## src/hot_swap_regs.svh

```systemverilog
/*
 Register offsets, field positions and timing figures of the
 hot swap on/off sequencer. Assumes inclusion by bare name from design files.
*/
`ifndef HOT_SWAP_REGS_SVH
`define HOT_SWAP_REGS_SVH

`define ADDR_SYSTEM_STATE 8'h00
`define ADDR_FAULT_LOG 8'h04
`define ADDR_CONTROL_PRIMARY 8'h0a
`define ADDR_CONTROL_SECONDARY 8'h0b
`define ADDR_THRESHOLD_RESET 8'h0e
`define ADDR_FAULT_RESPONSE 8'h0f
`define ADDR_GOOD_POLARITY 8'h10
`define ADDR_RESTART 8'ha2

// system_state_flags
`define SYS_ON_BIT 0
`define SYS_GATE_BIT 1
`define SYS_PG_BIT 2
`define SYS_GOOD1_BIT 3
`define SYS_GOOD2_BIT 4
// fault_log_flags
`define FLT_OV_BIT 0
`define FLT_UV_BIT 1
`define FLT_OC_BIT 2
`define FLT_SWBAD_BIT 3
`define FLT_GC_BIT 4
`define FLT_EXT_BIT 5
`define FLT_MASK 8'h3f
// switch_control_primary
`define CP_ON_BIT 0
`define CP_SLEW_BIT 1
`define CP_PGRST_BIT 2
`define CP_SWBAD_EN_BIT 3
`define CP_FB_LSB 4
`define CP_FB_MSB 5
// switch_control_secondary: per-fault retry enables
`define CS_GC_RETRY_BIT 0
`define CS_OV_RETRY_BIT 1
`define CS_UV_RETRY_BIT 2
`define CS_OC_RETRY_BIT 3
`define CS_SWBAD_RETRY_BIT 4
`define CS_EXT_RETRY_BIT 5
// threshold_and_reset_config
`define TR_STICKY_BIT 0
`define TR_SWBAD_DLY_LSB 4
`define TR_SWBAD_DLY_MSB 7
// fault_response_config
`define FR_EXT_EN_BIT 0
`define FR_EXT_POL_BIT 1
// good_pin_polarity_config
`define GP_INV1_BIT 0
`define GP_INV2_BIT 1
`define GP_GC_POL_BIT 2
`define GP_GC_GPIO_BIT 3
// restart_command
`define RS_REQ_BIT 0
`define RS_DLY_LSB 1
`define RS_DLY_MSB 3

// Timing
`define CLK_PERIOD_NS 4
`define TICK_PERIOD_NS 1000
`define TICK_CYCLES (`TICK_PERIOD_NS / `CLK_PERIOD_NS)
`define POR_TIME_US 1300
`define DEBOUNCE_TIME_US 128000
`define GOOD_DELAY_TIME_US 256000
`define WATCHDOG_TIME_US 512000
`define RETRY_TIME_US 128000
`define SWBAD_UNIT_US 1000
`define RESTART_UNIT_US 100000
`define TICKS_PER_US (1000 / `TICK_PERIOD_NS)

`endif

```

## src/hot_swap_pkg.sv

```systemverilog
/*
 Types of the hot swap on/off sequencer.
 Assumes nothing beyond a SystemVerilog compiler.
*/
package hot_swap_pkg;
	typedef enum logic [2:0] {ST_OFF, ST_POR, ST_DEBOUNCE, ST_WAIT_ON, ST_ON, ST_RETRY,
		ST_LATCHED} state_t;
	typedef enum logic [2:0] {CH_IDLE, CH_D1, CH_D2, CH_WD, CH_DONE} chain_t;
	typedef struct packed {
		logic chip_on;
		logic chip_low;
		logic int_on;
		logic int_low;
		logic uvh_above;
		logic uvl_above;
		logic ov_above;
		logic insert_n;
		logic thermal_trip;
		logic drain_high;
		logic gate_high;
		logic gate_thresh;
		logic output_high;
		logic gc_pin;
		logic ext_pin;
	} cmp_t;
endpackage

```

## src/timer_if.sv

```systemverilog
/*
 Control carrier between the sequencer and one of its delay timers.
 Assumes both ends share one clock and one tick.
*/
interface timer_if #(parameter int W = 20);
	logic start;
	logic stop;
	logic [W-1:0] count;
	logic expired;
	modport ctrl(output start, output stop, output count, input expired);
	modport tmr(input start, input stop, input count, output expired);
endinterface
```

## src/hot_swap_on_off_sequencer.sv

```systemverilog
/*
 Turn-on/turn-off sequencer of a hot swap controller: lockouts, power-on
 reset, debounce, power good chain, watchdog, fault responses, registers.
 Assumes comparator outputs arrive asynchronously and a nonvolatile copy of
 each control register is presented at its nv port.
*/
//
// Function
// - After both supply lockouts clear, hold power-on reset for 1.3ms.
// - Window good and insert low for 128ms; any violation restarts debounce.
// - After debounce, turn on when on-request bit is, or becomes, one.
// - Set switch_commanded_on_flag while the switch is commanded on.
// - Set gate_enhanced_flag while gate is above supply minus 1.8V.
// - During power-on reset clear faults and load controls from nonvolatile copies.
// - Clear power_on_reset_sticky on internal supply low; software sets it.
// - Slew mode enables ramp source past gate threshold; else current-limit inrush.
// - Slew control only at startup; discharge ramp on power good or turn-off.
// - Startup foldback selectable among four ratios, flat during startup.
// - Drain low, output high, gate high after turn-on latch power good.
// - good_output_one after 256ms, good_output_two after further 256ms.
// - Then 512ms watchdog; inactive good_check_input turns off, logs fault.
// - With good_check_retry_en, retry 128ms after good-check fault, else stay off.
// - Good pin polarities configurable; general purpose mode disables the watchdog.
// - Power good resets on output low with CP_PGRST_BIT set, else on non-overvoltage turn-off.
// - Resetting power good also resets both good delays and the watchdog.
// - Any turn-off cause pulls the gate down and clears the on flag.
// - Undervoltage needs both senses low; overvoltage on surge sense high.
// - Switch-bad after configured delay; switch and external turn-off are enable-gated.
// - Restart request turns off then restarts; per-fault latch-off or retry.
`include "hot_swap_regs.svh"

module hot_swap_on_off_sequencer import hot_swap_pkg::*; #(
	parameter int TICK_CYCLES = `TICK_CYCLES,
	parameter int POR_TICKS = `POR_TIME_US * `TICKS_PER_US,
	parameter int DEBOUNCE_TICKS = `DEBOUNCE_TIME_US * `TICKS_PER_US,
	parameter int GOOD_TICKS = `GOOD_DELAY_TIME_US * `TICKS_PER_US,
	parameter int WATCHDOG_TICKS = `WATCHDOG_TIME_US * `TICKS_PER_US,
	parameter int RETRY_TICKS = `RETRY_TIME_US * `TICKS_PER_US,
	parameter int SWBAD_UNIT_TICKS = `SWBAD_UNIT_US * `TICKS_PER_US,
	parameter int RESTART_UNIT_TICKS = `RESTART_UNIT_US * `TICKS_PER_US
) (
	input wire logic clk_i,
	input wire logic rst_n_i,
	input wire logic chip_supply_on_i,
	input wire logic chip_supply_low_i,
	input wire logic internal_supply_on_i,
	input wire logic internal_supply_low_i,
	input wire logic undervoltage_rising_sense_i,
	input wire logic undervoltage_falling_sense_i,
	input wire logic input_surge_sense_i,
	input wire logic insert_detect_n_i,
	input wire logic thermal_timer_node_i,
	input wire logic drain_sense_i,
	input wire logic gate_high_i,
	input wire logic gate_threshold_i,
	input wire logic output_good_threshold_i,
	input wire logic good_check_input_i,
	input wire logic external_fault_pin_i,
	input wire logic [7:0] nv_control_primary_i,
	input wire logic [7:0] nv_control_secondary_i,
	input wire logic [7:0] nv_threshold_reset_i,
	input wire logic [7:0] nv_fault_response_i,
	input wire logic [7:0] nv_good_polarity_i,
	input wire logic [7:0] reg_addr_i,
	input wire logic reg_wr_i,
	input wire logic reg_rd_i,
	input wire logic [7:0] reg_wdata_i,
	output logic [7:0] reg_rdata_o,
	output logic gate_on_o,
	output logic ramp_source_en_o,
	output logic ramp_discharge_o,
	output logic slew_mode_o,
	output logic [1:0] foldback_sel_o,
	output logic good_output_one_o,
	output logic good_output_two_o
);
	localparam int TW = 20;
	localparam int PW = 9;

	////////////////////////////////////////////////////////////////////////////////
	// Reset release and input synchronisers
	logic rst_meta, rst_n;
	always_ff @(posedge clk_i or negedge rst_n_i) begin
		if (!rst_n_i) begin
			rst_meta <= 1'b0;
			rst_n <= 1'b0;
		end else begin
			rst_meta <= 1'b1;
			rst_n <= rst_meta;
		end
	end

	cmp_t raw, s1, s2, s3, cmp;
	assign raw = {chip_supply_on_i, chip_supply_low_i, internal_supply_on_i,
		internal_supply_low_i, undervoltage_rising_sense_i, undervoltage_falling_sense_i,
		input_surge_sense_i, insert_detect_n_i, thermal_timer_node_i, drain_sense_i,
		gate_high_i, gate_threshold_i, output_good_threshold_i, good_check_input_i,
		external_fault_pin_i};
	// Filtered copy moves only when stages two and three agree
	always_ff @(posedge clk_i or negedge rst_n) begin
		if (!rst_n) begin
			s1 <= '0;
			s2 <= '0;
			s3 <= '0;
			cmp <= '0;
		end else begin
			s1 <= raw;
			s2 <= s1;
			s3 <= s2;
			cmp <= ((s2 ~^ s3) & s3) | ((s2 ^ s3) & cmp);
		end
	end

	////////////////////////////////////////////////////////////////////////////////
	// Timebase
	logic [PW-1:0] prescale;
	logic tick;
	always_ff @(posedge clk_i or negedge rst_n) begin
		if (!rst_n) begin
			prescale <= '0;
			tick <= 1'b0;
		end else begin
			tick <= prescale == PW'(TICK_CYCLES - 1);
			prescale <= (prescale == PW'(TICK_CYCLES - 1)) ? '0 : prescale + 1'b1;
		end
	end

	timer_if #(.W(TW)) seq_t();
	timer_if #(.W(TW)) chain_t_if();
	timer_if #(.W(TW)) swbad_t();
	seq_timer #(.W(TW)) u_seq(.clk_i(clk_i), .rst_n_i(rst_n), .tick_i(tick), .t(seq_t));
	seq_timer #(.W(TW)) u_chain(.clk_i(clk_i), .rst_n_i(rst_n), .tick_i(tick), .t(chain_t_if));
	seq_timer #(.W(TW)) u_swbad(.clk_i(clk_i), .rst_n_i(rst_n), .tick_i(tick), .t(swbad_t));

	////////////////////////////////////////////////////////////////////////////////
	// Registers
	state_t state, next_state;
	chain_t chain;
	logic pg, por_sticky;
	logic [7:0] ctrl1, ctrl2, thr_cfg, flt_cfg, pol_cfg, restart_reg, fault_log;
	logic [7:0] fault_set;
	logic restart_ack;
	logic [TW-1:0] retry_ticks, next_retry;

	wire in_por = state == ST_POR;
	wire wr_ctrl1 = reg_wr_i && reg_addr_i == `ADDR_CONTROL_PRIMARY;
	wire wr_ctrl2 = reg_wr_i && reg_addr_i == `ADDR_CONTROL_SECONDARY;
	wire wr_thr = reg_wr_i && reg_addr_i == `ADDR_THRESHOLD_RESET;
	wire wr_flt_cfg = reg_wr_i && reg_addr_i == `ADDR_FAULT_RESPONSE;
	wire wr_pol = reg_wr_i && reg_addr_i == `ADDR_GOOD_POLARITY;
	wire wr_restart = reg_wr_i && reg_addr_i == `ADDR_RESTART;
	wire wr_fault = reg_wr_i && reg_addr_i == `ADDR_FAULT_LOG;

	always_ff @(posedge clk_i or negedge rst_n) begin
		if (!rst_n) begin
			ctrl1 <= 8'h00;
			ctrl2 <= 8'h00;
			thr_cfg <= 8'h00;
			flt_cfg <= 8'h00;
			pol_cfg <= 8'h00;
		end else if (in_por) begin
			ctrl1 <= nv_control_primary_i;
			ctrl2 <= nv_control_secondary_i;
			thr_cfg <= nv_threshold_reset_i;
			flt_cfg <= nv_fault_response_i;
			pol_cfg <= nv_good_polarity_i;
		end else begin
			if (wr_ctrl1) ctrl1 <= reg_wdata_i;
			if (wr_ctrl2) ctrl2 <= reg_wdata_i;
			if (wr_thr) thr_cfg <= reg_wdata_i;
			if (wr_flt_cfg) flt_cfg <= reg_wdata_i;
			if (wr_pol) pol_cfg <= reg_wdata_i;
		end
	end

	// Hardware set wins over a software write in the same cycle
	always_ff @(posedge clk_i or negedge rst_n) begin
		if (!rst_n) begin
			fault_log <= 8'h00;
			restart_reg <= 8'h00;
			por_sticky <= 1'b0;
		end else begin
			if (in_por) fault_log <= 8'h00;
			else fault_log <= ((wr_fault ? reg_wdata_i : fault_log) | fault_set) & `FLT_MASK;
			if (wr_restart) restart_reg <= reg_wdata_i;
			else if (restart_ack) restart_reg[`RS_REQ_BIT] <= 1'b0;
			if (cmp.int_low) por_sticky <= 1'b0;
			else if (wr_thr) por_sticky <= reg_wdata_i[`TR_STICKY_BIT];
		end
	end

	////////////////////////////////////////////////////////////////////////////////
	// Turn-on / turn-off state machine
	wire on_request = ctrl1[`CP_ON_BIT];
	wire supply_low = cmp.chip_low || cmp.int_low || !cmp.chip_on || !cmp.int_on;
	wire window_ok = cmp.uvh_above && cmp.uvl_above && !cmp.ov_above && !cmp.insert_n;
	wire gc_active = pol_cfg[`GP_GC_POL_BIT] ? cmp.gc_pin : !cmp.gc_pin;
	wire ext_active = flt_cfg[`FR_EXT_POL_BIT] ? cmp.ext_pin : !cmp.ext_pin;
	wire f_ov = cmp.ov_above;
	wire f_uv = !cmp.uvl_above && !cmp.uvh_above;
	wire f_oc = cmp.thermal_trip;
	wire swbad_cond = pg && (cmp.drain_high || !cmp.gate_high);
	wire swbad_evt = swbad_t.expired && swbad_cond;
	wire f_sb = swbad_evt && ctrl1[`CP_SWBAD_EN_BIT];
	wire gc_evt = chain == CH_WD && chain_t_if.expired && !gc_active;
	wire f_ext = ext_active && flt_cfg[`FR_EXT_EN_BIT];
	wire hard_off = !on_request || cmp.insert_n;
	wire any_fault = f_ov || f_uv || f_oc || f_sb || gc_evt || f_ext;
	// Retry only when every active fault allows it
	wire all_retry = (!f_ov || ctrl2[`CS_OV_RETRY_BIT]) && (!f_uv || ctrl2[`CS_UV_RETRY_BIT]) &&
		(!f_oc || ctrl2[`CS_OC_RETRY_BIT]) && (!f_sb || ctrl2[`CS_SWBAD_RETRY_BIT]) &&
		(!gc_evt || ctrl2[`CS_GC_RETRY_BIT]) && (!f_ext || ctrl2[`CS_EXT_RETRY_BIT]);
	wire on_now = state == ST_ON;

	assign fault_set = on_now ? {2'b00, ext_active, gc_evt, swbad_evt, f_oc, f_uv, f_ov} : 8'h00;

	always_comb begin
		next_state = state;
		next_retry = retry_ticks;
		restart_ack = 1'b0;
		if (supply_low) begin
			next_state = ST_OFF;
		end else begin
			case (state)
				ST_OFF: if (cmp.chip_on && cmp.int_on) next_state = ST_POR;
				ST_POR: if (seq_t.expired) next_state = ST_DEBOUNCE;
				ST_DEBOUNCE: if (seq_t.expired && window_ok) next_state = ST_WAIT_ON;
				ST_WAIT_ON: begin
					if (!window_ok) next_state = ST_DEBOUNCE;
					else if (on_request) next_state = ST_ON;
				end
				ST_ON: begin
					if (hard_off) begin
						next_state = ST_DEBOUNCE;
					end else if (any_fault) begin
						next_state = all_retry ? ST_RETRY : ST_LATCHED;
						next_retry = TW'(RETRY_TICKS);
					end else if (restart_reg[`RS_REQ_BIT]) begin
						next_state = ST_RETRY;
						restart_ack = 1'b1;
						next_retry = TW'(RESTART_UNIT_TICKS * (int'(restart_reg[`RS_DLY_MSB:`RS_DLY_LSB]) + 1));
					end
				end
				ST_RETRY: if (seq_t.expired) next_state = ST_WAIT_ON;
				ST_LATCHED: if (!on_request) next_state = ST_DEBOUNCE;
				default: next_state = ST_OFF;
			endcase
		end
	end

	assign seq_t.start = (next_state != state) || (state == ST_DEBOUNCE && !window_ok);
	assign seq_t.stop = 1'b0;
	assign seq_t.count = (next_state == ST_POR) ? TW'(POR_TICKS) :
		(next_state == ST_RETRY) ? next_retry : TW'(DEBOUNCE_TICKS);

	always_ff @(posedge clk_i or negedge rst_n) begin
		if (!rst_n) begin
			state <= ST_OFF;
			retry_ticks <= '0;
		end else begin
			state <= next_state;
			retry_ticks <= next_retry;
		end
	end

	////////////////////////////////////////////////////////////////////////////////
	// Power good and delay chain
	wire gate_off_evt = on_now && next_state != ST_ON;
	wire off_by_ov = f_ov && !hard_off && !supply_low;
	wire pg_set = on_now && !pg && !cmp.drain_high && cmp.output_high && cmp.gate_high;
	wire pg_reset = pg && (ctrl1[`CP_PGRST_BIT] ? !cmp.output_high : (gate_off_evt && !off_by_ov));
	wire gc_gpio = pol_cfg[`GP_GC_GPIO_BIT];
	chain_t next_chain;

	always_comb begin
		next_chain = chain;
		if (pg_reset || in_por) next_chain = CH_IDLE;
		else if (pg_set) next_chain = CH_D1;
		else if (chain_t_if.expired) begin
			case (chain)
				CH_D1: next_chain = CH_D2;
				CH_D2: next_chain = gc_gpio ? CH_DONE : CH_WD;
				CH_WD: next_chain = CH_DONE;
				default: next_chain = chain;
			endcase
		end
	end

	assign chain_t_if.start = next_chain != chain && next_chain != CH_IDLE && next_chain != CH_DONE;
	assign chain_t_if.stop = next_chain == CH_IDLE || next_chain == CH_DONE;
	assign chain_t_if.count = (next_chain == CH_WD) ? TW'(WATCHDOG_TICKS) : TW'(GOOD_TICKS);

	logic swbad_t_armed;
	assign swbad_t.start = swbad_cond && !swbad_t.expired && swbad_t.stop == 1'b0 &&
		!(swbad_t_armed);
	always_ff @(posedge clk_i or negedge rst_n) begin
		if (!rst_n) swbad_t_armed <= 1'b0;
		else swbad_t_armed <= swbad_cond;
	end
	assign swbad_t.stop = !swbad_cond;
	assign swbad_t.count = TW'(SWBAD_UNIT_TICKS * (int'(thr_cfg[`TR_SWBAD_DLY_MSB:`TR_SWBAD_DLY_LSB]) + 1));

	always_ff @(posedge clk_i or negedge rst_n) begin
		if (!rst_n) begin
			pg <= 1'b0;
			chain <= CH_IDLE;
		end else begin
			if (in_por || pg_reset) pg <= 1'b0;
			else if (pg_set) pg <= 1'b1;
			chain <= next_chain;
		end
	end

	////////////////////////////////////////////////////////////////////////////////
	// Outputs and read port
	wire good1 = chain == CH_D2 || chain == CH_WD || chain == CH_DONE;
	wire good2 = chain == CH_WD || chain == CH_DONE;
	wire slew_sel = ctrl1[`CP_SLEW_BIT];
	// Slew control stops at power good so a later current-limit event is not masked
	wire slew_active = slew_sel && on_now && !pg;
	wire [7:0] sys_flags = {3'b000, good2, good1, pg, cmp.gate_high, on_now};
	wire [7:0] thr_read = {thr_cfg[7:1], por_sticky};
	wire [7:0] rd_mux = (reg_addr_i == `ADDR_SYSTEM_STATE) ? sys_flags :
		(reg_addr_i == `ADDR_FAULT_LOG) ? fault_log :
		(reg_addr_i == `ADDR_CONTROL_PRIMARY) ? ctrl1 :
		(reg_addr_i == `ADDR_CONTROL_SECONDARY) ? ctrl2 :
		(reg_addr_i == `ADDR_THRESHOLD_RESET) ? thr_read :
		(reg_addr_i == `ADDR_FAULT_RESPONSE) ? flt_cfg :
		(reg_addr_i == `ADDR_GOOD_POLARITY) ? pol_cfg :
		(reg_addr_i == `ADDR_RESTART) ? restart_reg : 8'h00;

	always_ff @(posedge clk_i or negedge rst_n) begin
		if (!rst_n) begin
			reg_rdata_o <= 8'h00;
			gate_on_o <= 1'b0;
			ramp_source_en_o <= 1'b0;
			ramp_discharge_o <= 1'b1;
			slew_mode_o <= 1'b0;
			foldback_sel_o <= 2'b00;
			good_output_one_o <= 1'b0;
			good_output_two_o <= 1'b0;
		end else begin
			if (reg_rd_i) reg_rdata_o <= rd_mux;
			gate_on_o <= next_state == ST_ON;
			ramp_source_en_o <= slew_active && cmp.gate_thresh;
			ramp_discharge_o <= !slew_active;
			slew_mode_o <= slew_sel;
			foldback_sel_o <= ctrl1[`CP_FB_MSB:`CP_FB_LSB];
			good_output_one_o <= good1 ^ pol_cfg[`GP_INV1_BIT];
			good_output_two_o <= good2 ^ pol_cfg[`GP_INV2_BIT];
		end
	end

	////////////////////////////////////////////////////////////////////////////////
	// Assertions
	property p_por_hold;
		@(posedge clk_i) disable iff (!rst_n)
		state == ST_OFF && !(cmp.chip_on && cmp.int_on) |=> state == ST_OFF;
	endproperty
	a_por_hold: assert property (p_por_hold) else $error("left off without lockouts");

	property p_debounce_restart;
		@(posedge clk_i) disable iff (!rst_n)
		state == ST_DEBOUNCE && !window_ok && !supply_low |=> state == ST_DEBOUNCE && !seq_t.expired;
	endproperty
	a_debounce_restart: assert property (p_debounce_restart) else $error("debounce kept");

	property p_turn_on;
		@(posedge clk_i) disable iff (!rst_n)
		state == ST_WAIT_ON && window_ok && on_request && !supply_low |=> on_now && gate_on_o;
	endproperty
	a_turn_on: assert property (p_turn_on) else $error("no turn on");

	property p_on_flag;
		@(posedge clk_i) disable iff (!rst_n)
		$rose(on_now) |-> sys_flags[`SYS_ON_BIT] && $past(state) == ST_WAIT_ON;
	endproperty
	a_on_flag: assert property (p_on_flag) else $error("on flag wrong");

	property p_por_clear;
		@(posedge clk_i) disable iff (!rst_n)
		in_por |=> fault_log == 8'h00 && ctrl1 == $past(nv_control_primary_i);
	endproperty
	a_por_clear: assert property (p_por_clear) else $error("por load failed");

	property p_sticky;
		@(posedge clk_i) disable iff (!rst_n)
		cmp.int_low |=> !por_sticky ##0 !thr_read[`TR_STICKY_BIT];
	endproperty
	a_sticky: assert property (p_sticky) else $error("sticky not cleared");

	property p_ramp_off;
		@(posedge clk_i) disable iff (!rst_n)
		pg |=> ramp_discharge_o && !ramp_source_en_o;
	endproperty
	a_ramp_off: assert property (p_ramp_off) else $error("ramp active at power good");

	property p_pg_latch;
		@(posedge clk_i) disable iff (!rst_n)
		pg_set && !pg_reset |=> pg && chain == CH_D1 ##1 !good1;
	endproperty
	a_pg_latch: assert property (p_pg_latch) else $error("power good not latched");

	property p_gc_fault;
		@(posedge clk_i) disable iff (!rst_n)
		gc_evt && on_now && !supply_low && !hard_off |=>
			!on_now && fault_log[`FLT_GC_BIT] ##1 !gate_on_o;
	endproperty
	a_gc_fault: assert property (p_gc_fault) else $error("good check fault missed");

	property p_pg_chain_reset;
		@(posedge clk_i) disable iff (!rst_n)
		pg_reset |=> chain == CH_IDLE && !pg;
	endproperty
	a_pg_chain_reset: assert property (p_pg_chain_reset) else $error("chain not reset");

	property p_insert_off;
		@(posedge clk_i) disable iff (!rst_n)
		on_now && cmp.insert_n |=> !on_now && !gate_on_o && !sys_flags[`SYS_ON_BIT];
	endproperty
	a_insert_off: assert property (p_insert_off) else $error("no turn off");

	c_on: cover property (@(posedge clk_i) disable iff (!rst_n) $rose(on_now));
	c_good2: cover property (@(posedge clk_i) disable iff (!rst_n) chain == CH_WD);
	c_retry: cover property (@(posedge clk_i) disable iff (!rst_n) state == ST_RETRY);
	c_latched: cover property (@(posedge clk_i) disable iff (!rst_n) state == ST_LATCHED);
endmodule

```

## src/seq_timer.sv

```systemverilog
/*
 Tick-based down counter used for every sequencing delay.
 Assumes a one-cycle tick pulse from the shared timebase.
*/
module seq_timer #(
	parameter int W = 20
) (
	input wire logic clk_i,
	input wire logic rst_n_i,
	input wire logic tick_i,
	timer_if.tmr t
);
	logic [W-1:0] remaining;
	logic armed;

	// Start wins over stop so a restart in the clearing cycle is kept
	always_ff @(posedge clk_i or negedge rst_n_i) begin
		if (!rst_n_i) begin
			remaining <= '0;
			armed <= 1'b0;
		end else if (t.start) begin
			remaining <= t.count;
			armed <= 1'b1;
		end else if (t.stop) begin
			armed <= 1'b0;
		end else if (tick_i && armed && remaining != '0) begin
			remaining <= remaining - 1'b1;
		end
	end

	assign t.expired = armed && remaining == '0;
endmodule

```

## config.mk

```make
export PLATFORM = sky130hd
export DESIGN_NAME = hot_swap_on_off_sequencer
export DESIGN_NICKNAME = d
export VERILOG_FILES = /design/src/hot_swap_pkg.sv /design/src/timer_if.sv /design/src/hot_swap_on_off_sequencer.sv /design/src/seq_timer.sv
export VERILOG_INCLUDE_DIRS = /design/src
export SDC_FILE = /design/constraint.sdc
export NUM_CORES = 1
export LEC_CHECK = 0
export ABC_AREA = 0
export BUFFER_PORTS_ARGS = -buffer_cell sky130_fd_sc_hd__clkbuf_2
export CAP_MARGIN = 15
export CORE_ASPECT_RATIO = 1.4
export CORE_MARGIN = 5
export CORE_UTILIZATION = 55
export DETAILED_ROUTE_END_ITERATION = 6
export MAX_ROUTING_LAYER = met4
export PLACE_DENSITY = 0.87
export SETUP_SLACK_MARGIN = 0.05
export SYNTH_ARGS = -nofsm -noshare
export SYNTH_HDL_FRONTEND = slang
export SYNTH_HIERARCHICAL = 1
export SYNTH_SLANG_ARGS = --single-unit
```

## constraint.sdc

```tcl
create_clock -name clk_i -period 6.7 [get_ports clk_i]
set_clock_uncertainty 0.2 [all_clocks]
set_input_delay 0.67 -clock clk_i [delete_from_list [all_inputs] [get_ports clk_i]]
set_output_delay 0.67 -clock clk_i [all_outputs]
set_load 0.02 [all_outputs]
```

; Word level (Yosys, flattened, before mapping)
; Cells that the tools add are included.
[totals]
in_bits = 75
register_bits = 234
output_inout_bits = 16
elab_cells = 335
[classes]
multipliers = 2
n_bitwise = 8
addsub = 6
n_reduce_logical = 124
muxes = 74
eq_ne = 29
[op_table]
columns = operator, count
row1 = two-way mux 20 bit, 15
row2 = two-way mux 8 bit, 18
row3 = logical NOT 20 bit, 3
row4 = nonzero test 20 bit, 3
row5 = "subtractor 20 x 1 -> 20 bit, second input constant", 3
row6 = logical AND 1 bit, 51
row7 = two-way mux 3 bit, 15
row8 = "equality test 8 x 4 -> 1 bit, second input constant", 4
row9 = AND 15 bit, 2
row10 = logical NOT 1 bit, 26
row11 = nonzero test 2 bit, 13
row12 = logical OR 1 bit, 22
row13 = "equality test 3 bit, second input constant", 7
row14 = case mux 3 bit (7 select lines), 1
row15 = two-way mux 19 bit, 1
row16 = two-way mux 1 bit, 18
row17 = two-way mux 6 bit, 3
row18 = "equality test 3 x 2 -> 1 bit, second input constant", 5
row19 = "multiplier 12 x 4 -> 15 bit, first input constant", 1
row20 = OR 15 bit, 1
row21 = XNOR 15 bit, 1
row22 = XOR 15 bit, 1
row23 = "multiplier 7 x 5 -> 12 bit, first input constant", 1
row24 = "adder 9 x 1 -> 9 bit, second input constant", 1
row25 = other kinds (19), 27

; Longest topological paths before layout
; Gate-level depths: netlist of the first run.
[logic_depth]
depth_word = 27
depth_mapped = 19
depth_no_buf = 17

; Modules after synthesis
; Netlist of the first run, hierarchy kept.
[by_module_without_submodules]
columns = mod, cells_per_inst, seq_area_each_um2, area_per_inst_um2, instances
row1 = hot_swap_on_off_sequencer, 840, 4255.3, 8827.2, 1
row2 = seq_timer (u_chain ...), 150, 525.5, 1362.6, 2
row3 = seq_timer (u_swbad), 140, 525.5, 1298.7, 1

; Worst setup path after synthesis of the first run
; Ideal clock, no wire load.
[synth_timing]
kind = register -> register
start = register u_swbad.remaining[0]
end = register u_chain.remaining[5]
path_buffers = 3
slack_ns = 2.158
required_time_ns = 6.380
period_less_slack_ns = 4.542
path_stages_with_launch = 19
arrival_ns = 4.222
setup_time_ns = 0.120
cell_sequence = dfrtp_1 inv_1 ha_1 or3b_2 or4_4 buf_6 buf_6 nor3_1 and2_1 nand4b_1 nand4b_4 o31a_1 a31oi_2 a31o_2 and3b_1 clkbuf_1 a21boi_1 nand3_1 a31o_2
[synth_between]
word_cells_on_any_way = 36
cone_classes = eq/ne (5) / mux (8) / reduce/logical (23)
[synth_lines]
columns = element, line_no
row1 = "start, declared", seq_timer.sv:13  ; logic [W-1:0] remaining;
row2 = "start signal, assigned", seq_timer.sv:22  ; remaining <= t.count;
row3 = "start signal, assigned", seq_timer.sv:27  ; remaining <= remaining - 1'b1;
row4 = logical NOT 20 bit *, seq_timer.sv:31  ; assign t.expired = armed && remaining == '0;
row5 = logical AND 1 bit *, seq_timer.sv:31
row6 = via swbad_t.expired, timer_if.sv:9  ; logic expired;
row7 = logical AND 1 bit *, hot_swap_on_off_sequencer.sv:203  ; wire swbad_evt = swbad_t.expired && swbad_cond;
row8 = logical AND 1 bit *, hot_swap_on_off_sequencer.sv:204  ; wire f_sb = swbad_evt && ctrl1[`CP_SWBAD_EN_BIT];
row9 = logical NOT 1 bit, hot_swap_on_off_sequencer.sv:211  ; (!f_oc || ctrl2[`CS_OC_RETRY_BIT]) && (!f_sb || ctrl2[`CS_SWBAD_RETRY_BIT]) &&
row10 = logical OR 1 bit, hot_swap_on_off_sequencer.sv:211
row11 = logical AND 1 bit (3 in a row), hot_swap_on_off_sequencer.sv:210  ; wire all_retry = (!f_ov || ctrl2[`CS_OV_RETRY_BIT]) && (!f_uv || ctrl2[`CS_UV_RETRY_BIT]) &&
row12 = [9 not listed], --
row13 = logical AND 1 bit *, hot_swap_on_off_sequencer.sv:271  ; wire pg_reset = pg && (ctrl1[`CP_PGRST_BIT] ? !cmp.output_high : (gate_off_evt && !off_by_ov));
row14 = logical OR 1 bit *, hot_swap_on_off_sequencer.sv:277  ; if (pg_reset || in_por) next_chain = CH_IDLE;
row15 = two-way mux 3 bit *, hot_swap_on_off_sequencer.sv:277
row16 = equality test 3 bit / logical NOT 3 bit (equally long branches), hot_swap_on_off_sequencer.sv:290  ; assign chain_t_if.stop = next_chain == CH_IDLE || next_chain == CH_DONE;
row17 = logical OR 1 bit *, hot_swap_on_off_sequencer.sv:290
row18 = via chain_t_if.stop, timer_if.sv:7  ; logic stop;
row19 = != test 2 bit (no line) *, --
row20 = AND reduction 2 bit (no line) *, --
row21 = "end signal, assigned", seq_timer.sv:22
row22 = "end signal, assigned", seq_timer.sv:27
row23 = "end, declared", seq_timer.sv:13
; Mark *: on every way through the listed nets, which the timed path passes. The rest lies on a longest branch.
; A chain may end at the register's enable or synchronous reset.

; Worst setup path after layout of the first run
[layout_timing]
start = register u_swbad.remaining[0]
end = register u_chain.remaining[13]
; The elaborated chain is that of the path after synthesis.

==> flow_metrics.tcl, run 1 <==
set metrics [dict create \
    final.period_utilization_pct 78.02 \
    worstReg2RegEnd "u_chain/remaining[13]" \
    drc_errors 0 \
    timing.critical_path.from "u_swbad/remaining[0]" \
    wire_length_of_the_first_global_routing_pass_um 50600 \
    reg2reg_setup_slack_ns 1.47 \
    gpl.final_weighted_congestion 0.9126 \
    vertical_die_dimension_um 190.9 \
    num_io_pins 91 \
    core_um2 23120 \
    timing_worst_slew_pin_value_ns 1.104 \
    cellLeakagePower_uw 0.006415 \
    cts_hold_repair.buffers 1 \
    rsz0062_at_grt "no" \
    level_count_of_the_clock_h_tree 1 \
    post_synth_inst_count 1280 \
    max-slew-margin-rel_pct 25.87 \
    fmax_ghz 0.1913 \
    drt-pass1-iter-count 5 \
    grt_start_max_net_pins 80 \
    cellPowerDensity_nw_per_um2 361.8 \
    setup_violations 0 \
    max-cap-violations 0 \
    antenna_cells 0 \
    max-vdd-ir-drop_uv 705.9 \
    route.final.wire_length_um 30030 \
    ys_async_sr_fraction_pct 100.0 \
    detail_route.iter0.violations 767 \
    ys_seq_area_share_pct 45.38 \
    min_period_ns 5.227 \
    die_w_um 139.2 \
    detail_route.vias_per_cell 5.963 \
    cts.reportedPaths.clkPinSlew_ns 0.07 \
    worstSkewPairLatency_ns 0.53 \
    clock_sink_count 233 \
    clk_root_buffer_cell "sky130_fd_sc_hd__clkbuf_16" \
    worstSetupStartpointType "register" \
    syn-cell-area_um2 12850 \
    timing.critical_path.required_ns 6.90 \
    design.final.nets 1518 \
    ys_seq_elements 233 \
    critical_path_peak_fanout 19 \
    layout-area-overhead-vs-synth_pct 11.65 \
    worst-r2r-cell-count 16 \
    die_area_um2 26570 \
    synthesis.yosys.warnings 6 \
    drtAntennaViolNets 0 \
    worstPathArrival_ns 5.43 \
    postCtsSetupBuffers 0 \
    vias 10080 \
    antenna_found_initial 0 \
    layout.cells.most_common "sky130_fd_sc_hd__dfrtp_1" \
    slew_viol_final 0 \
    post_synth_num_cell_types 93 \
    class_of_the_most_critical_setup_path "register to register" \
    worstHoldStart "chip_supply_low_i" \
    grt_usage_pct 23.43 \
    tritoncts.num_buffers 22 \
    route.detailed.wl_per_inst_um 17.76 \
    layout.cell_area.non_filler_um2 14350 \
    placed_cell_area_um2 13580 \
    final_hold_slack_ns 0.04212 \
    share_of_final_layout_standard_cells_stronger_than_drive_strength_1_pct 15.23 \
    portBuffers 89 \
    number_of_global_route_vias_before_repair 10230 \
    synth_ff_type "sky130_fd_sc_hd__dfrtp_1" \
    reg2reg_launch_point "u_swbad/remaining[0]" \
    placement_rows 66 \
    number_of_synthesized_flops_with_an_enable_pin 0 \
    globalRoute.totalOverflow 0 \
    hold_end "s1[13]" \
    most-common-layout-cells "sky130_fd_sc_hd__dfrtp_1 (231), sky130_fd_sc_hd__nand2_1 (119), sky130_fd_sc_hd__clkbuf_2 (89)" \
    cts_max_path_buffers 3 \
    post-dp-hpwl_um 21570 \
    timing.hold.worst_path_depth 1 \
    hold_class "primary input to register" \
    finalHoldViolCount 0 \
    post_cts.resized_instances 0 \
    syn_area_per_cell_um2 10.04 \
    status "finished clean" \
    sort_of_element_at_the_end_of_the_critical_path "register" \
    setup_total_negative_slack_ns 0 \
    cts_tree "done" \
    initial_utilization_pct 55.58 \
]
## how the worst max path moves through the flow
stage | end | slack, ns
after global routing | u_chain/remaining[13] | 1.27
after floorplan | u_chain/remaining[5] | 2.16
final | u_chain/remaining[13] | 1.47
after detailed placement | u_chain/remaining[13] | 1.58
after CTS | u_chain/remaining[13] | 1.55
after global placement | u_chain/remaining[13] | 1.74
## critical path, stage by stage (launching register included)
cell and delay [ns]:
sky130_fd_sc_hd__dfrtp_1 0.40, sky130_fd_sc_hd__inv_1 0.12, sky130_fd_sc_hd__ha_1 0.18, sky130_fd_sc_hd__or3b_2 0.46, sky130_fd_sc_hd__or4_4 0.67, sky130_fd_sc_hd__nor3_1 0.43
sky130_fd_sc_hd__and2_1 0.27, sky130_fd_sc_hd__nand4b_1 0.17, sky130_fd_sc_hd__nand4b_4 0.18, sky130_fd_sc_hd__o31a_1 0.19, sky130_fd_sc_hd__a31oi_2 0.21, sky130_fd_sc_hd__a31o_2 0.28
sky130_fd_sc_hd__and3b_1 0.47, sky130_fd_sc_hd__nand3_2 0.27, sky130_fd_sc_hd__o41ai_1 0.32, sky130_fd_sc_hd__o211ai_1 0.17, sky130_fd_sc_hd__o21a_1 0.13
## cells by family (layout without fill, tap and decap cells)
family                     after synthesis  count (layout)  share of synthesized area (%)
adders and majority gates               74              74                          7.847
other                                    2              27                        0.05844
and+or+nand+nor                        434             434                          19.23
AOI/OAI and AO/OA                      305             305                          15.21
buffers and inverters                  124             204                          4.196
DFF                                    233             233                          45.38
xor gates and xnor gates                72              72                          4.907
muxes                                   36              36                          3.174
## stage by stage
| stage | setup WS (ns) | utilization (%) | instances | power [uW] |
|---|---|---|---|---|
| after floorplan | 2.158 | - | 1305 | 3420 |
| after global placement | 1.736 | 58.74 | 1650 | 3745 |
| after detailed placement | 1.585 | 58.74 | 1650 | 3875 |
| after CTS | 1.548 | 62.06 | 1691 | 5211 |
| after global routing | 1.272 | 62.06 | 1691 | 5582 |
| final | 1.473 | 62.06 | 1691 | 5191 |
## routing by layer
layer	global-route usage (%)	vias to the layer above	part of all wire [%]
met5	-	-	0
met4	8.773	0	3.8
met3	2.634	86	5.3
met2	40.76	393	51
met1	28.25	4899	40
li1	-	4706	-
## power by group
group | internal (uW) | leakage (uW) | total, uW | switching [uW]
clock network | 736 | 0.000361 | 1290 | 550
registers | 1580 | 0.00288 | 1750 | 168
logic | 980 | 0.00317 | 2160 | 1180
total | 3290 | 0.00642 | 5190 | 1900
## synth_stat cells, types with 12 or more instances
cell | number | area, um2
sky130_fd_sc_hd__a21o_1 | 18 | 135.1
sky130_fd_sc_hd__a21oi_1 | 84 | 420.4
sky130_fd_sc_hd__and2_1 | 12 | 75.07
sky130_fd_sc_hd__and3_1 | 13 | 81.33
sky130_fd_sc_hd__clkbuf_1 | 35 | 131.4
sky130_fd_sc_hd__dfrtp_1 | 232 | 5806
sky130_fd_sc_hd__ha_1 | 63 | 788.3
sky130_fd_sc_hd__inv_1 | 62 | 232.7
sky130_fd_sc_hd__mux2_2 | 18 | 202.7
sky130_fd_sc_hd__mux2i_1 | 16 | 160.2
sky130_fd_sc_hd__nand2_1 | 119 | 446.7
sky130_fd_sc_hd__nand3_1 | 36 | 180.2
sky130_fd_sc_hd__nand4_1 | 15 | 93.84
sky130_fd_sc_hd__nor2_1 | 78 | 292.8
sky130_fd_sc_hd__nor2b_1 | 20 | 125.1
sky130_fd_sc_hd__nor3_1 | 30 | 150.1
sky130_fd_sc_hd__nor4_1 | 14 | 87.58
sky130_fd_sc_hd__o21ai_0 | 69 | 345.3
sky130_fd_sc_hd__o21ai_1 | 31 | 155.2
sky130_fd_sc_hd__xnor2_1 | 48 | 420.4
sky130_fd_sc_hd__xor2_1 | 24 | 210.2
## area by class of cell
type,count,area [um2]
Clock buffer,30,620.6
Clock inverter,10,136.4
Fill cell,1793,8773
Inverter,64,240.2
Multi-Input combinational cell,948,6603
Sequential cell,233,5836
Tap cell,306,382.9
Timing Repair Buffer,100,530.5
Power figures use the tool's default switching activity.
==> run 2, diff against run 1 <==
--- a/config.mk
+++ b/config.mk
@@ -11,10 +11,10 @@
 export CAP_MARGIN = 15
 export CORE_ASPECT_RATIO = 1.4
 export CORE_MARGIN = 5
-export CORE_UTILIZATION = 55
+export CORE_UTILIZATION = 60
 export DETAILED_ROUTE_END_ITERATION = 6
 export MAX_ROUTING_LAYER = met4
-export PLACE_DENSITY = 0.87
+export PLACE_DENSITY = 0.89
 export SETUP_SLACK_MARGIN = 0.05
 export SYNTH_ARGS = -nofsm -noshare
 export SYNTH_HDL_FRONTEND = slang
==> constraint.sdc (replaced) <==
create_clock -name clk_i -period 5.34 [get_ports clk_i]
set_clock_uncertainty 0.2 [all_clocks]
set_input_delay 0.534 -clock clk_i [delete_from_list [all_inputs] [get_ports clk_i]]
set_output_delay 0.534 -clock clk_i [all_outputs]
set_load 0.02 [all_outputs]
==> run 2 against run 1 <==
- non-clock buffer count up 21
- combinational power up 29%
- total power up 29%
- setup slack worse by 1.1 ns
- critical path depth unchanged
- hold slack worse by 0.019 ns
- first-iteration DRC count up 30%
- routed wire length up 8.6%
- sequential cell count unchanged
==> flow_metrics.tcl, run 2 (same netlist as run 1, synthesis figures left out) <==
set metrics [dict create \
    fmax_ghz 0.2010 \
    setup_violations 0 \
    design.final.nets 1539 \
    most-common-layout-cells "sky130_fd_sc_hd__dfrtp_1 (231), sky130_fd_sc_hd__nand2_1 (119), sky130_fd_sc_hd__clkbuf_2 (89)" \
    family_of_cells_with_the_greatest_summed_delay_on_the_critical_path "simple AND/OR/NAND/NOR gates" \
    tritoncts.num_buffers 22 \
    critical_path_peak_fanout 19 \
    timing_worst_slew_pin_value_ns 1.179 \
    layout.cells.most_common "sky130_fd_sc_hd__dfrtp_1" \
    placedCellCount 1608 \
    status "finished clean" \
    cellLeakagePower_uw 0.006536 \
    route.detailed.wl_per_inst_um 19.58 \
    detail_route.vias_per_cell 6.274 \
    cts.reportedPaths.clkPinSlew_ns 0.06 \
    detail_route.iter0.violations 997 \
    gpl.final_weighted_congestion 0.9278 \
    layoutNonFillerInstCount 1665 \
    max-vdd-ir-drop_uv 983.0 \
    core_um2 21130 \
    vertical_die_dimension_um 183.2 \
    sort_of_element_at_the_end_of_the_critical_path "register" \
    num-fill-cells 1426 \
    num_io_pins 91 \
    post-dp-hpwl_um 21750 \
    antenna_found_initial 0 \
    wire_length_of_the_first_global_routing_pass_um 54600 \
    rsz0062_at_grt "no" \
    clock_sink_count 233 \
    placed_cell_area_um2 13570 \
    power.share.switching_pct 36.51 \
    grt_start_max_net_pins 172 \
    cts_max_path_buffers 3 \
    layout-area-overhead-vs-synth_pct 13.12 \
    vias 10450 \
    path_cells "inv_1, ha_1, or3b_2, or4_4, nor3_1, and2_1, nand4b_1, nand4b_4, o31a_1, a31oi_2, a31o_2, and3b_1, nand3_2, o41ai_1, o211ai_1, o21a_1" \
    die_area_um2 24490 \
    drt-pass1-iter-count 6 \
    worst-r2r-cell-count 16 \
    cts_tree "done" \
    critical_path.slowest_cell "sky130_fd_sc_hd__or4_4" \
    drc_errors 0 \
    placement_rows 63 \
    globalRoute.totalOverflow 0 \
    level_count_of_the_clock_h_tree 1 \
    share_of_total_power_in_combinational_logic_pct 41.5 \
    initial_utilization_pct 60.83 \
    layout.cell_area.non_filler_um2 14540 \
    min_period_ns 4.976 \
    route.final.wire_length_um 32610 \
    cellPowerDensity_nw_per_um2 460.5 \
    post_cts.resized_instances 0 \
    seq_power_share_pct 33.0 \
    slew_viol_final 0 \
    power.switching_uw 2445 \
    internal-power_uw 4250 \
    worstSkewPairLatency_ns 0.53 \
    finalHoldViolCount 0 \
    final.period_utilization_pct 93.18 \
    worstPathArrival_ns 5.18 \
    die_w_um 133.7 \
    max-slew-margin-rel_pct 21.39 \
    drtAntennaViolNets 0 \
    clk_root_buffer_cell "sky130_fd_sc_hd__clkbuf_16" \
    hold_class "primary input to register" \
    worstSetupStartpointType "register" \
    critical-path-max-stage-delay_ns 0.67 \
    max-cap-violations 0 \
    timing.critical_path.required_ns 5.55 \
    setup_total_negative_slack_ns 0 \
    grt_usage_pct 27.86 \
    class_of_the_most_critical_setup_path "register to register" \
    share_clk_of_total_power_pct 25.5 \
    pre_cts_slack_ns 0.4223 \
    critical_path_depth 16 \
    final_core_utilization_pct 68.82 \
    number_of_global_route_vias_before_repair 11000 \
    cp.buffers_inverters 1 \
    portBuffers 89 \
    timing.hold.worst_path_depth 3 \
    share_of_final_layout_standard_cells_stronger_than_drive_strength_1_pct 15.30 \
    setup_slack_ns 0.3643 \
    antenna_cells 0 \
]
-- run 2: cell count changes in the layout (fill, tap and decap cells not counted), sizes merged --
cell	change
buf	+5
dlygate4sd3	+16
clkinv	-1
bufinv	+2
clkinvlp	-3
clkbuf	-1
inv	+2
-- run 2: final timing paths --
check                                     startpoint               endpoint  slack [ns]
max                             u_swbad/remaining[0]  u_chain/remaining[13]        0.36
min                        nv_control_secondary_i[6]               ctrl2[6]        0.02
max reg2reg                     u_swbad/remaining[0]  u_chain/remaining[13]        0.36
min reg2reg                                    s1[3]                  s2[3]        0.15
max in group asynchronous                      rst_n   u_chain/remaining[7]        3.31
min in group asynchronous                    rst_n_i                  rst_n        0.12
-- run 2: what timing repair did --
action / 4_1_cts / 5_1_grt
endpoints found under the setup margin: 0 / 0
hold endpoints to repair: 18 / 0
hold buffers: 17 / 0
buffers inserted: 0 / 0
-- run 2: per-stage QoR --
step                total power (uW)  hold WS (ns)
finish                          6695       0.02273
global route                    7170       0.04051
CTS                             6679       0.01152
detailed placement              4911        0.1224
global placement                4722        0.1194
floorplan                       4291       0.03841
-- run 2: area by class of cell --
type                    instances  area (um2)  share of cell area [%]
clock buffers                  29       606.8                   4.174
clock inverters                10       182.7                   1.257
inverters                      64       240.2                   1.652
multi-input cells             948        6603                   45.42
flip-flops and latches        233        5836                   40.14
well taps                     260       325.3                   2.238
repair buffers                121       744.5                   5.121
-- run 2: per-layer routing --
metal / track usage (%) / routed length (um) / share of wire (%)
met2: 47.95 / 16450 / 50
met5: - / 0 / 0
met3: 3.924 / 2215 / 6.8
met4: 12.14 / 1546 / 4.7
met1: 32.73 / 12400 / 38
-- run 2: worst reg2reg max path, cell delays in order, from the launching register on --
cell and delay [ns]:
sky130_fd_sc_hd__dfrtp_1 0.40, sky130_fd_sc_hd__inv_1 0.12, sky130_fd_sc_hd__ha_1 0.16, sky130_fd_sc_hd__or3b_2 0.44
sky130_fd_sc_hd__or4_4 0.67, sky130_fd_sc_hd__nor3_1 0.43, sky130_fd_sc_hd__and2_1 0.26, sky130_fd_sc_hd__nand4b_1 0.17
sky130_fd_sc_hd__nand4b_4 0.19, sky130_fd_sc_hd__o31a_1 0.19, sky130_fd_sc_hd__a31oi_2 0.12, sky130_fd_sc_hd__a31o_2 0.25
sky130_fd_sc_hd__and3b_1 0.43, sky130_fd_sc_hd__nand3_2 0.23, sky130_fd_sc_hd__o41ai_1 0.34, sky130_fd_sc_hd__o211ai_1 0.14
sky130_fd_sc_hd__o21a_1 0.12
-- run 2: power by group through the flow --
stage               Combinational (uW)  Sequential (uW)  Clock, uW
floorplan                         2110             2180          0
global placement                  2510             2210          0
detailed placement                2690             2220          0
CTS                               2760             2200       1720
global route                      3150             2230       1790
finish                            2780             2210       1710
==> run 3, diff against run 2 <==
--- a/config.mk
+++ b/config.mk
@@ -13,6 +13,7 @@
 export CORE_MARGIN = 5
 export CORE_UTILIZATION = 60
 export DETAILED_ROUTE_END_ITERATION = 6
+export HOLD_SLACK_MARGIN = 0.12
 export MAX_ROUTING_LAYER = met4
 export PLACE_DENSITY = 0.89
 export SETUP_SLACK_MARGIN = 0.05
==> run 3 against run 2 <==
- routed wire length up 9.4%
- sequential share of layout area down 0.71 points
- largest power group unchanged
- sequential power about the same
- combinational power up 3%
- core utilization up 1.2 points
- final cell count up 1.6%
- fmax down 0.97%
- hold slack better by 0.11 ns
- critical path type unchanged
==> flow_metrics.tcl, run 3 (same netlist as run 1, synthesis figures left out) <==
set metrics [dict create \
    reg2reg_launch_point "u_swbad/remaining[0]" \
    cellPowerDensity_nw_per_um2 459.2 \
    capturing_element_of_the_worst_setup_path "u_chain/remaining[13]" \
    cp.buffers_inverters 1 \
    seq_power_share_pct 32.8 \
    setup_violations 0 \
    setup_total_negative_slack_ns 0 \
    hold_class "primary input to register" \
    power.share.switching_pct 37.13 \
    sort_of_element_at_the_end_of_the_critical_path "register" \
    route.final.wire_length_um 35690 \
    internal-power_uw 4273 \
    timing.critical_path.required_ns 5.55 \
    final_core_utilization_pct 70.06 \
    min_period_ns 5.025 \
    final_hold_slack_ns 0.1297 \
    die_area_um2 24490 \
    worstSkewPairLatency_ns 0.54 \
    gpl.final_weighted_congestion 0.9278 \
    finalHoldViolCount 0 \
    drtAntennaViolNets 0 \
    clk_root_buffer_cell "sky130_fd_sc_hd__clkbuf_16" \
    wire_length_of_the_first_global_routing_pass_um 59250 \
    vertical_die_dimension_um 183.2 \
    most-common-layout-cells "sky130_fd_sc_hd__dfrtp_1 (231), sky130_fd_sc_hd__nand2_1 (119), sky130_fd_sc_hd__clkbuf_2 (89)" \
    layout.cells.most_common "sky130_fd_sc_hd__dfrtp_1" \
    design.final.nets 1565 \
    path_cells "inv_1, ha_1, or3b_2, or4_4, nor3_1, and2_1, nand4b_1, nand4b_4, o31a_1, a31oi_2, a31o_2, and3b_1, nand3_2, o41ai_1, o211ai_1, o21a_1" \
    rsz0062_at_grt "no" \
    initial_utilization_pct 60.83 \
    vias 10880 \
    cts.reportedPaths.clkPinSlew_ns 0.07 \
    cts_max_path_buffers 3 \
    portBuffers 89 \
    worstSetupStartpointType "register" \
    antenna_found_initial 1 \
    worst-r2r-cell-count 16 \
    critical_path_depth 16 \
    drt-pass1-iter-count 6 \
    timing_worst_slew_pin_value_ns 1.159 \
    number_of_global_route_vias_before_repair 11450 \
    max-vdd-ir-drop_uv 949.0 \
    core_um2 21130 \
    final.period_utilization_pct 94.10 \
    route.detailed.wl_per_inst_um 21.09 \
    reg2reg_setup_slack_ns 0.32 \
    slew_viol_final 0 \
    layout-area-overhead-vs-synth_pct 15.17 \
    tritoncts.num_buffers 22 \
    cts_tree "done" \
    critical-path-max-stage-delay_ns 0.67 \
    post_cts.resized_instances 0 \
    placed_cell_area_um2 13570 \
    share_clk_of_total_power_pct 25.3 \
    detail_route.iter0.violations 1133 \
    family_of_cells_with_the_greatest_summed_delay_on_the_critical_path "simple AND/OR/NAND/NOR gates" \
    timing.critical_path.from "u_swbad/remaining[0]" \
    max-cap-violations 0 \
    detail_route.vias_per_cell 6.431 \
    layout.cell_area.non_filler_um2 14800 \
    critical_path_peak_fanout 19 \
    num_io_pins 91 \
    post-dp-hpwl_um 21750 \
    globalRoute.totalOverflow 0 \
    die_w_um 133.7 \
    share_of_total_power_in_combinational_logic_pct 41.9 \
    level_count_of_the_clock_h_tree 1 \
    status "finished clean" \
    placement_rows 63 \
    cellLeakagePower_uw 0.006645 \
    grt_usage_pct 30.53 \
    critical_path.slowest_cell "sky130_fd_sc_hd__or4_4" \
    worstPathArrival_ns 5.23 \
    class_of_the_most_critical_setup_path "register to register" \
    max-slew-margin-rel_pct 22.57 \
    grt_start_max_net_pins 172 \
    clock_sink_count 233 \
    fmax_ghz 0.1990 \
    drc_errors 0 \
    share_of_final_layout_standard_cells_stronger_than_drive_strength_1_pct 15.02 \
    power.switching_uw 2524 \
    worstReg2RegEnd "u_chain/remaining[13]" \
]
run 3: changes by cell type in the layout (fill, tap and decap cells not counted), sizes merged:
cell,change
dlygate4sd3,+26
diode,+1
run 3: worst min path at each step:
stage	startpoint	to	slack [ns]	depth (start not counted)
floorplan	rst_n_i	rst_meta	0.04	0
global placement	rst_n_i	rst_meta	0.12	1
detailed placement	rst_n_i	rst_meta	0.12	1
CTS	reg_wdata_i[5]	restart_reg[5]	0.12	2
global route	reg_wdata_i[5]	restart_reg[5]	0.13	2
finish	nv_threshold_reset_i[2]	thr_cfg[2]	0.13	3
run 3: layout make-up:
class	instances	area [um2]
multi-input cells	948	6603
fillers	1323	6325
flip-flops and latches	233	5836
repair buffers	147	1005
clock buffers	29	606.8
well taps	260	325.3
inverters	64	240.2
clock inverters	10	182.7
diodes	1	2.502
run 3: routing by layer:
| metal | part of all wire, % | track usage (%) | wire [um] |
|---|---|---|---|
| met1 | 36 | 34.83 | 12950 |
| met3 | 7.7 | 5.077 | 2743 |
| met4 | 5.9 | 15.15 | 2115 |
| met2 | 50 | 52.20 | 17880 |
| met5 | 0 | - | 0 |
run 3: stage by stage:
step | setup slack [ns] | cells | power [uW]
2_1_floorplan | 0.7983 | 1305 | 4291
3_3_place_gp | 0.5227 | 1608 | 4722
3_5_place_dp | 0.4223 | 1608 | 4911
4_1_cts | 0.3818 | 1690 | 6693
5_1_grt | 0.07895 | 1692 | 7240
6_report | 0.3153 | 1692 | 6797
run 3: power by group through the flow:
| stage | clock, uW | combinational (uW) | sequential [uW] |
|---|---|---|---|
| CTS | 1720 | 2770 | 2200 |
| detailed placement | 0 | 2690 | 2220 |
| floorplan | 0 | 2110 | 2180 |
| global placement | 0 | 2510 | 2210 |
| finish | 1720 | 2850 | 2230 |
| global route | 1800 | 3200 | 2240 |
run 3: worst reg2reg max path, cell delays in order (launching register included):
cell and delay, ns:
sky130_fd_sc_hd__dfrtp_1 0.40, sky130_fd_sc_hd__inv_1 0.12, sky130_fd_sc_hd__ha_1 0.16, sky130_fd_sc_hd__or3b_2 0.45, sky130_fd_sc_hd__or4_4 0.67, sky130_fd_sc_hd__nor3_1 0.44, sky130_fd_sc_hd__and2_1 0.29, sky130_fd_sc_hd__nand4b_1 0.18
sky130_fd_sc_hd__nand4b_4 0.19, sky130_fd_sc_hd__o31a_1 0.18, sky130_fd_sc_hd__a31oi_2 0.12, sky130_fd_sc_hd__a31o_2 0.25, sky130_fd_sc_hd__and3b_1 0.44, sky130_fd_sc_hd__nand3_2 0.23, sky130_fd_sc_hd__o41ai_1 0.33, sky130_fd_sc_hd__o211ai_1 0.14
sky130_fd_sc_hd__o21a_1 0.12
run 3: repair_timing:
| action | in CTS | in global routing |
|---|---|---|
| setup buffers | 0 | 0 |
| hold buffers | 43 | 0 |
| hold endpoints to repair | 43 | 0 |
